===== config.mk =====
export PLATFORM = sky130hd
export DESIGN_NAME = adc_sequence_trigger_control
export DESIGN_NICKNAME = d
export VERILOG_FILES = /design/src/adc_seq_pkg.sv /design/src/adc_sequence_trigger_control.sv
export SDC_FILE = /design/constraint.sdc
export NUM_CORES = 1
export LEC_CHECK = 0
export BUFFER_PORTS_ARGS = -buffer_cell sky130_fd_sc_hd__buf_2
export CAP_MARGIN = 30
export CORE_UTILIZATION = 40
export CTS_CLUSTER_SIZE = 24
export DETAILED_ROUTE_END_ITERATION = 16
export REMOVE_ABC_BUFFERS = 1
export SLEW_MARGIN = 10
export SYNTH_ARGS = -nofsm -noshare
export SYNTH_HDL_FRONTEND = slang
export SYNTH_SLANG_ARGS = --single-unit

===== constraint.sdc =====
create_clock -name core_clk -period 2.3 [get_ports core_clk]
set_clock_uncertainty 0.2 [all_clocks]
set_input_delay 0 -clock core_clk [delete_from_list [all_inputs] [get_ports core_clk]]
set_output_delay 0 -clock core_clk [all_outputs]
set_load 0.03 [all_outputs]

===== src/adc_seq_pkg.sv =====
package adc_seq_pkg;
   // Field widths and special codes of the converter control fields
   localparam int CHGRP_W = 2;
   localparam int TRIG_W = 3;
   localparam int STIME_W = 5;
   localparam int PERINT_W = 4;
   localparam logic [CHGRP_W-1:0] CHGRP_SINGLE = 2'h0;
   localparam logic [TRIG_W-1:0] TRIG_AUTO = 3'h7;
   localparam logic [TRIG_W-1:0] TRIG_EXT_PIN = 3'h1;
   localparam logic [TRIG_W-1:0] TRIG_MANUAL = 3'h0;
   localparam logic [STIME_W-1:0] STIME_ZERO = 5'h00;
   localparam logic [PERINT_W-1:0] PERINT_EVERY = 4'h0;
   localparam int CONV_CYCLES = 12;

   typedef struct packed {
      logic [CHGRP_W-1:0] channel_group_select;
      logic simultaneous_sample_select;
      logic [TRIG_W-1:0] conversion_trigger_source;
      logic [STIME_W-1:0] auto_sample_time_count;
      logic [PERINT_W-1:0] conversions_per_interrupt;
   } adc_cfg_s;

   typedef enum logic [1:0] {ST_IDLE, ST_SAMPLE, ST_CONVERT} adc_state_e;
endpackage


===== src/adc_sequence_trigger_control.sv =====
`timescale 1ns/10ps
// How it works
// - Nonzero channel group with simultaneous bit clear samples channels one after another.
// - Trigger source 111 picks auto-convert, 001 the external pin, 000 manual convert; other codes start nothing.
// - Sequential, non-auto trigger, zero sample time flags possible misbehaviour.
// - External pin triggers convert during sleep and the interrupt wakes the device.
// - Asleep with nonzero per-interrupt count, pin triggers are ignored, device sleeps.
// - Interrupt follows count+1 conversions; zero means every conversion, waking from sleep.
module adc_sequence_trigger_control (
   input wire logic core_clk,
   input wire logic rst_n,
   input wire adc_seq_pkg::adc_cfg_s cfg,
   input wire logic sleep_mode,
   input wire logic external_interrupt_zero_pin,
   input wire logic manual_convert,
   input wire logic conv_done,
   output logic [adc_seq_pkg::CHGRP_W-1:0] sample_channel,
   output logic sample_active,
   output logic convert_start,
   output logic adc_interrupt,
   output logic wake_request,
   output logic sequence_fault
);
   import adc_seq_pkg::*;

   // ==========================================================
   // Pin synchroniser and edge detect
   // ==========================================================
   // The pin is asynchronous: two flops before any logic looks at it
   logic pin_meta;
   logic pin_sync;
   logic pin_prev;

   always_ff @(posedge core_clk or negedge rst_n) begin
      if (!rst_n) begin
         pin_meta <= 1'b0;
         pin_sync <= 1'b0;
      end else begin
         pin_meta <= external_interrupt_zero_pin;
         pin_sync <= pin_meta;
      end
   end

   // Resets low like the idle pin, so no false edge follows reset
   always_ff @(posedge core_clk or negedge rst_n) begin
      if (!rst_n) begin
         pin_prev <= 1'b0;
      end else begin
         pin_prev <= pin_sync;
      end
   end

   wire pin_rise = pin_sync & ~pin_prev;

   // ==========================================================
   // Configuration decode
   // ==========================================================
   // Simultaneous sampling takes every channel at once, so it never steps
   wire multi_channel = (cfg.channel_group_select != CHGRP_SINGLE);
   wire sequential = multi_channel && !cfg.simultaneous_sample_select;
   wire auto_trig = (cfg.conversion_trigger_source == TRIG_AUTO);
   wire ext_trig = (cfg.conversion_trigger_source == TRIG_EXT_PIN);
   wire man_trig = (cfg.conversion_trigger_source == TRIG_MANUAL);
   wire stime_zero = (cfg.auto_sample_time_count == STIME_ZERO);
   wire per_every = (cfg.conversions_per_interrupt == PERINT_EVERY);
   // Flag only: the sequencer keeps running, so software sees the hazard rather than a hang
   wire bad_combo = sequential && !auto_trig && stime_zero;

   // ==========================================================
   // Trigger selection
   // ==========================================================
   // Silicon fault kept on purpose: a sleeping part with a count drops pin triggers
   wire pin_blocked = sleep_mode && !per_every;
   wire ext_go = ext_trig && pin_rise && !pin_blocked;
   wire man_go = man_trig && manual_convert;
   // Auto-convert restarts by itself whenever the sequencer is idle
   wire idle_go = auto_trig || ext_go || man_go;

   // ==========================================================
   // Sequencer state
   // ==========================================================
   adc_state_e state;
   adc_state_e next_state;
   logic [STIME_W-1:0] samp_cnt;
   logic [STIME_W-1:0] next_samp_cnt;
   logic [CHGRP_W-1:0] next_channel;
   logic next_start;

   // ==========================================================
   // Channel stepping
   // ==========================================================
   // Only one channel per pass unless sequential
   wire [CHGRP_W-1:0] last_ch = sequential ? cfg.channel_group_select : CHGRP_SINGLE;
   wire more_channels = (sample_channel != last_ch);
   wire [CHGRP_W-1:0] channel_inc = sample_channel + 2'h1;
   wire samp_done = (samp_cnt == STIME_ZERO);
   wire [STIME_W-1:0] samp_dec = samp_cnt - 5'h01;

   // ==========================================================
   // Sequencer next state
   // ==========================================================
   always_comb begin
      next_state = state;
      next_samp_cnt = samp_cnt;
      next_channel = sample_channel;
      next_start = 1'b0;
      case (state)
         ST_IDLE: begin
            if (idle_go) begin
               next_state = ST_SAMPLE;
               next_samp_cnt = cfg.auto_sample_time_count;
               next_channel = CHGRP_SINGLE;
            end
         end
         ST_SAMPLE: begin
            // A zero sample time still gives one sampling cycle
            if (samp_done) begin
               next_state = ST_CONVERT;
               next_start = 1'b1;
            end else begin
               next_samp_cnt = samp_dec;
            end
         end
         ST_CONVERT: begin
            if (conv_done) begin
               if (more_channels) begin
                  next_state = ST_SAMPLE;
                  next_channel = channel_inc;
                  next_samp_cnt = cfg.auto_sample_time_count;
               end else begin
                  next_state = ST_IDLE;
               end
            end
         end
         default: begin
            next_state = ST_IDLE;
         end
      endcase
   end

   // ==========================================================
   // Sequencer registers
   // ==========================================================
   always_ff @(posedge core_clk or negedge rst_n) begin
      if (!rst_n) begin
         state <= ST_IDLE;
         samp_cnt <= STIME_ZERO;
         sample_channel <= CHGRP_SINGLE;
      end else begin
         state <= next_state;
         samp_cnt <= next_samp_cnt;
         sample_channel <= next_channel;
      end
   end

   // ==========================================================
   // Sampling and conversion strobes
   // ==========================================================
   // convert_start lands on the same edge at which sampling ends
   wire next_sampling = (next_state == ST_SAMPLE);

   always_ff @(posedge core_clk or negedge rst_n) begin
      if (!rst_n) begin
         sample_active <= 1'b0;
         convert_start <= 1'b0;
      end else begin
         sample_active <= next_sampling;
         convert_start <= next_start;
      end
   end

   // ==========================================================
   // Conversions-per-interrupt counter
   // ==========================================================
   logic [PERINT_W-1:0] conv_cnt;

   wire conv_end = (state == ST_CONVERT) && conv_done;
   // At-or-above, so lowering the count mid-block cannot strand the counter past it
   wire count_hit = (conv_cnt >= cfg.conversions_per_interrupt);
   wire [PERINT_W-1:0] conv_cnt_inc = conv_cnt + 4'h1;
   wire [PERINT_W-1:0] next_conv_cnt = count_hit ? PERINT_EVERY : conv_cnt_inc;
   wire irq_now = conv_end && count_hit;

   always_ff @(posedge core_clk or negedge rst_n) begin
      if (!rst_n) begin
         conv_cnt <= PERINT_EVERY;
      end else begin
         if (conv_end) begin
            conv_cnt <= next_conv_cnt;
         end
      end
   end

   // ==========================================================
   // Interrupt and wake
   // ==========================================================
   // Wake only comes with an interrupt, on the same edge, so a blocked pin trigger never wakes the part
   wire wake_now = irq_now && sleep_mode;

   always_ff @(posedge core_clk or negedge rst_n) begin
      if (!rst_n) begin
         adc_interrupt <= 1'b0;
         wake_request <= 1'b0;
      end else begin
         adc_interrupt <= irq_now;
         wake_request <= wake_now;
      end
   end

   // ==========================================================
   // Sequential sampling hazard flag
   // ==========================================================
   // Registered so the flag is a clean level one cycle after the fields change
   always_ff @(posedge core_clk or negedge rst_n) begin
      if (!rst_n) begin
         sequence_fault <= 1'b0;
      end else begin
         sequence_fault <= bad_combo;
      end
   end
endmodule // adc_sequence_trigger_control


==> impl_results.md <==
- Root Driver: clkbuf_4
- Largest family of logic cells by synthesized area: simple AND/OR/NAND/NOR gates
- Leakage: 0.771 nW
- Max stage delay on crit path: 410 ps
- Average via count per standard cell: 5.28
- Remaining routing DRC violations: 2
- Postcts setup bufs: 0
- RSZ-0062 raised after global routing: false
- Violated checks: design-rule violations
- FILL cells: 268
- Synth-to-layout area growth: 26.9%
- Final setup fails: 0
- Place WS: 404 ps
- Outcome: finished with violations
- Sink count of the clock tree: 21
- # Max-Cap Violations: 0
- Final hold vios: 0
- CP Launch Type: flip-flop
- TritonCTS clock tree: yes
- Global-route wire length before repair: 4.43 mm
- ANT nets after route: 0
- Clock latency on the worst-skew pair: 300 ps
- CP Data Required Time: 2310 ps
- Cts repair resizes: 0
- Min cycle time layout: 1920 ps
- CTS Buf Count: 3
- Seq cells post-synth: 21
- FF-to-FF path depth: 7
- CP Depth: 7
- RR Endpoint: conv_cnt[1]
- Die H: 57.5 µm
- Post-Synth Adder-Cell Area: 7.11%
- Initial antenna violation count: 0
- FP Rows: 19
- CP Capture Type: flip-flop
- Critical-path cell list: inv_1, ha_1, nand2b_1, a21o_1, a21o_1, a21o_1, o31ai_1
- Worst Tran Pin Value: 345 ps
- Total die area: 3300 µm²
- Post-synth EDFFs: 0
- Starting Density: 43.5%
- DR vias: 1029
- Final HPWL DP: 1.95 mm
- Reg2reg start: conv_cnt[0]
- Hold endpoint: sample_channel[1]
- Synthesized cell area: 1230 µm²
- Syn Inst Count: 121
- Hold depth: 5
- Most frequent CP cell: a21o_1
- Setup TNS: 0 ps
- Hold Crit Class: primary input to flip-flop
- Count of cell types in the netlist: 39
- Compound-gate portion of the synthesized area: 20.6%
- Hold Startpoint: cfg[12]
- Main synth FF type: dfrtp_1
- Final #Nets: 193
- CP max stage cell: dfrtp_1
- Delay-heaviest family, CP: compound AO/OA/AOI/OAI gates
- Kind of critical path: flip-flop to flip-flop
- Die X-Extent: 57.5 µm
- Gr usage total: 17.3%
- Antenna fix cells: 0
- Register area share after synthesis: 42.7%
- # hold bufs at CTS: 12
- Synthesized area per cell: 10.2 µm²
- Area after DPL: 1400 µm²
- Drt initial violations: 34
- Ys Warns: 0
- Gr ovfl total: 0
- Max-slew violation count: 0
- Crit-path max FO: 4
- Slew Limit Headroom: 76.6%
- Final Worst Setup Slack: 378 ps
- Vias in the first global route: 988
- PwrDens: 767 nW/µm²
- First-pass iteration count of the detailed router: 10
- Post-synthesis mux area share: 3.25%
- Maximum buffer depth of the clock tree: 2
- Asr flop ratio synth: 100%
- DR WL/cell: 13.0 µm
- Htree depth: 1
- Simple-gate share of the synthesized area: 21.8%
- Core ar.: 2830 µm²
- Clock-pin slew on the worst setup and hold paths: 120 ps
- Fmax: 520 MHz
- Peak supply drop: 0.319 mV
- Layout cell share with drive strength beyond 1: 26.2%
- R2R setup slack: 380 ps
- Final WL: 2.53 mm
- Critical Path AT: 1930 ps
- I/O Buffers: 27
- Pin count of the biggest net entering global routing: 22
- # IOs: 28
- Design Area, Final: 1560 µm²
- Period utilization: 83.6%
- GPL Wtd Cong: 0.813
- XOR/XNOR Fraction of Synth Area: 0.711%
- Buffers plus inverters on the worst setup path: 1
[cell type report]
cell class / instances / area [µm²] / area share, %
multi-input combinational: 88 / 659 / 42.2
sequential: 21 / 526 / 33.6
timing repair buffer: 40 / 270 / 17.3
inverter: 11 / 41.3 / 2.64
tap: 31 / 38.8 / 2.48
clock buffer: 3 / 22.5 / 1.44
clock inverter: 1 / 5.00 / 0.320
[worst min-delay path: stages]
cell and delay [ps]:
buf_2 120, inv_1 70, a31oi_1 90, mux2i_1 130, o21ai_0 80
[cells in the mapped netlist (2+ instances only)]
cell | instances | area (µm²)
nand3_1 | 4 | 20.0
o2bb2a_4 | 3 | 60.1
nor2_1 | 11 | 41.3
inv_1 | 10 | 37.5
a21oi_1 | 9 | 45.0
ha_1 | 7 | 87.6
nand4_1 | 2 | 12.5
o31ai_1 | 2 | 15.0
nor3_1 | 2 | 10.0
o21ai_0 | 7 | 35.0
nor4b_1 | 3 | 26.3
a21o_1 | 3 | 22.5
dfrtp_1 | 21 | 526
mux2i_1 | 4 | 40.0
nand2_1 | 9 | 33.8
[how the worst max path moves through the flow]
stage / slack [ps] / to / from
2_1_floorplan: 510 / conv_cnt[1] / conv_cnt[0]
3_3_place_gp: 450 / conv_cnt[1] / conv_cnt[0]
3_5_place_dp: 400 / conv_cnt[1] / conv_cnt[0]
4_1_cts: 370 / conv_cnt[1] / conv_cnt[0]
5_1_grt: 200 / conv_cnt[1] / conv_cnt[0]
6_report: 380 / conv_cnt[1] / conv_cnt[0]
[per-stage QoR]
step / cells / hold WS, ps / total power [mW] / utilization (%)
after floorplan: 120 / -496 / 0.896 / -
after global placement: 178 / -221 / 0.992 / 49.5
after detailed placement: 178 / -209 / 1.02 / 49.5
after CTS: 194 / 0.646 / 1.21 / 54.7
after global routing: 195 / 29.1 / 1.31 / 55.2
final: 195 / 8.36 / 1.20 / 55.2
[power by group]
part	leakage, nW	total [mW]	switching (mW)	internal (mW)
clock	0.0177	0.177	0.112	0.0648
sequential	0.264	0.516	0.0739	0.442
combinational	0.489	0.505	0.253	0.252
[placed cells by master, fill, tap and decap left out, types with 2 or more instances in the layout]
master / n
dfrtp_1: 21
dlygate4sd3_1: 12
nor3_1: 2
nand2_1: 9
o2bb2a_4: 3
ha_1: 7
nor4b_1: 3
nand3_1: 4
nor2_1: 11
o21ai_0: 7
o31ai_1: 2
mux2i_1: 4
a21o_1: 3
inv_1: 10
nand4_1: 2
a21oi_1: 9
buf_2: 27
clkbuf_4: 3
[metal layers]
| metal | global-route usage, % | up-vias | wire, µm |
|---|---|---|---|
| li1 | - | 528 | - |
| met1 | 22.0 | 477 | 1190 |
| met2 | 30.7 | 22 | 1230 |
| met3 | 4.08 | 2 | 94 |
| met4 | 2.09 | 0 | 15 |
| met5 | 0 | - | 0 |
[sequential cells by signal, summed over array words and instances, names as in the netlist]
signal          flops
sample_active       1
pin_prev            1
adc_interrupt       1
state               2
conv_cnt            4
sample_channel      2
wake_request        1
pin_meta            1
samp_cnt            5
convert_start       1
pin_sync            1
sequence_fault      1
[kinds of logic after synthesis]
| logic type | count (synthesis) |
|---|---|
| multiplexers | 4 |
| AND/OR/NAND/NOR | 45 |
| buffers and inverters | 12 |
| adder cells (fa/ha/maj) | 7 |
| XOR/XNOR | 1 |
| AO/OA/AOI/OAI | 31 |
| flip-flops | 21 |
(Power assumes the default switching activity.)
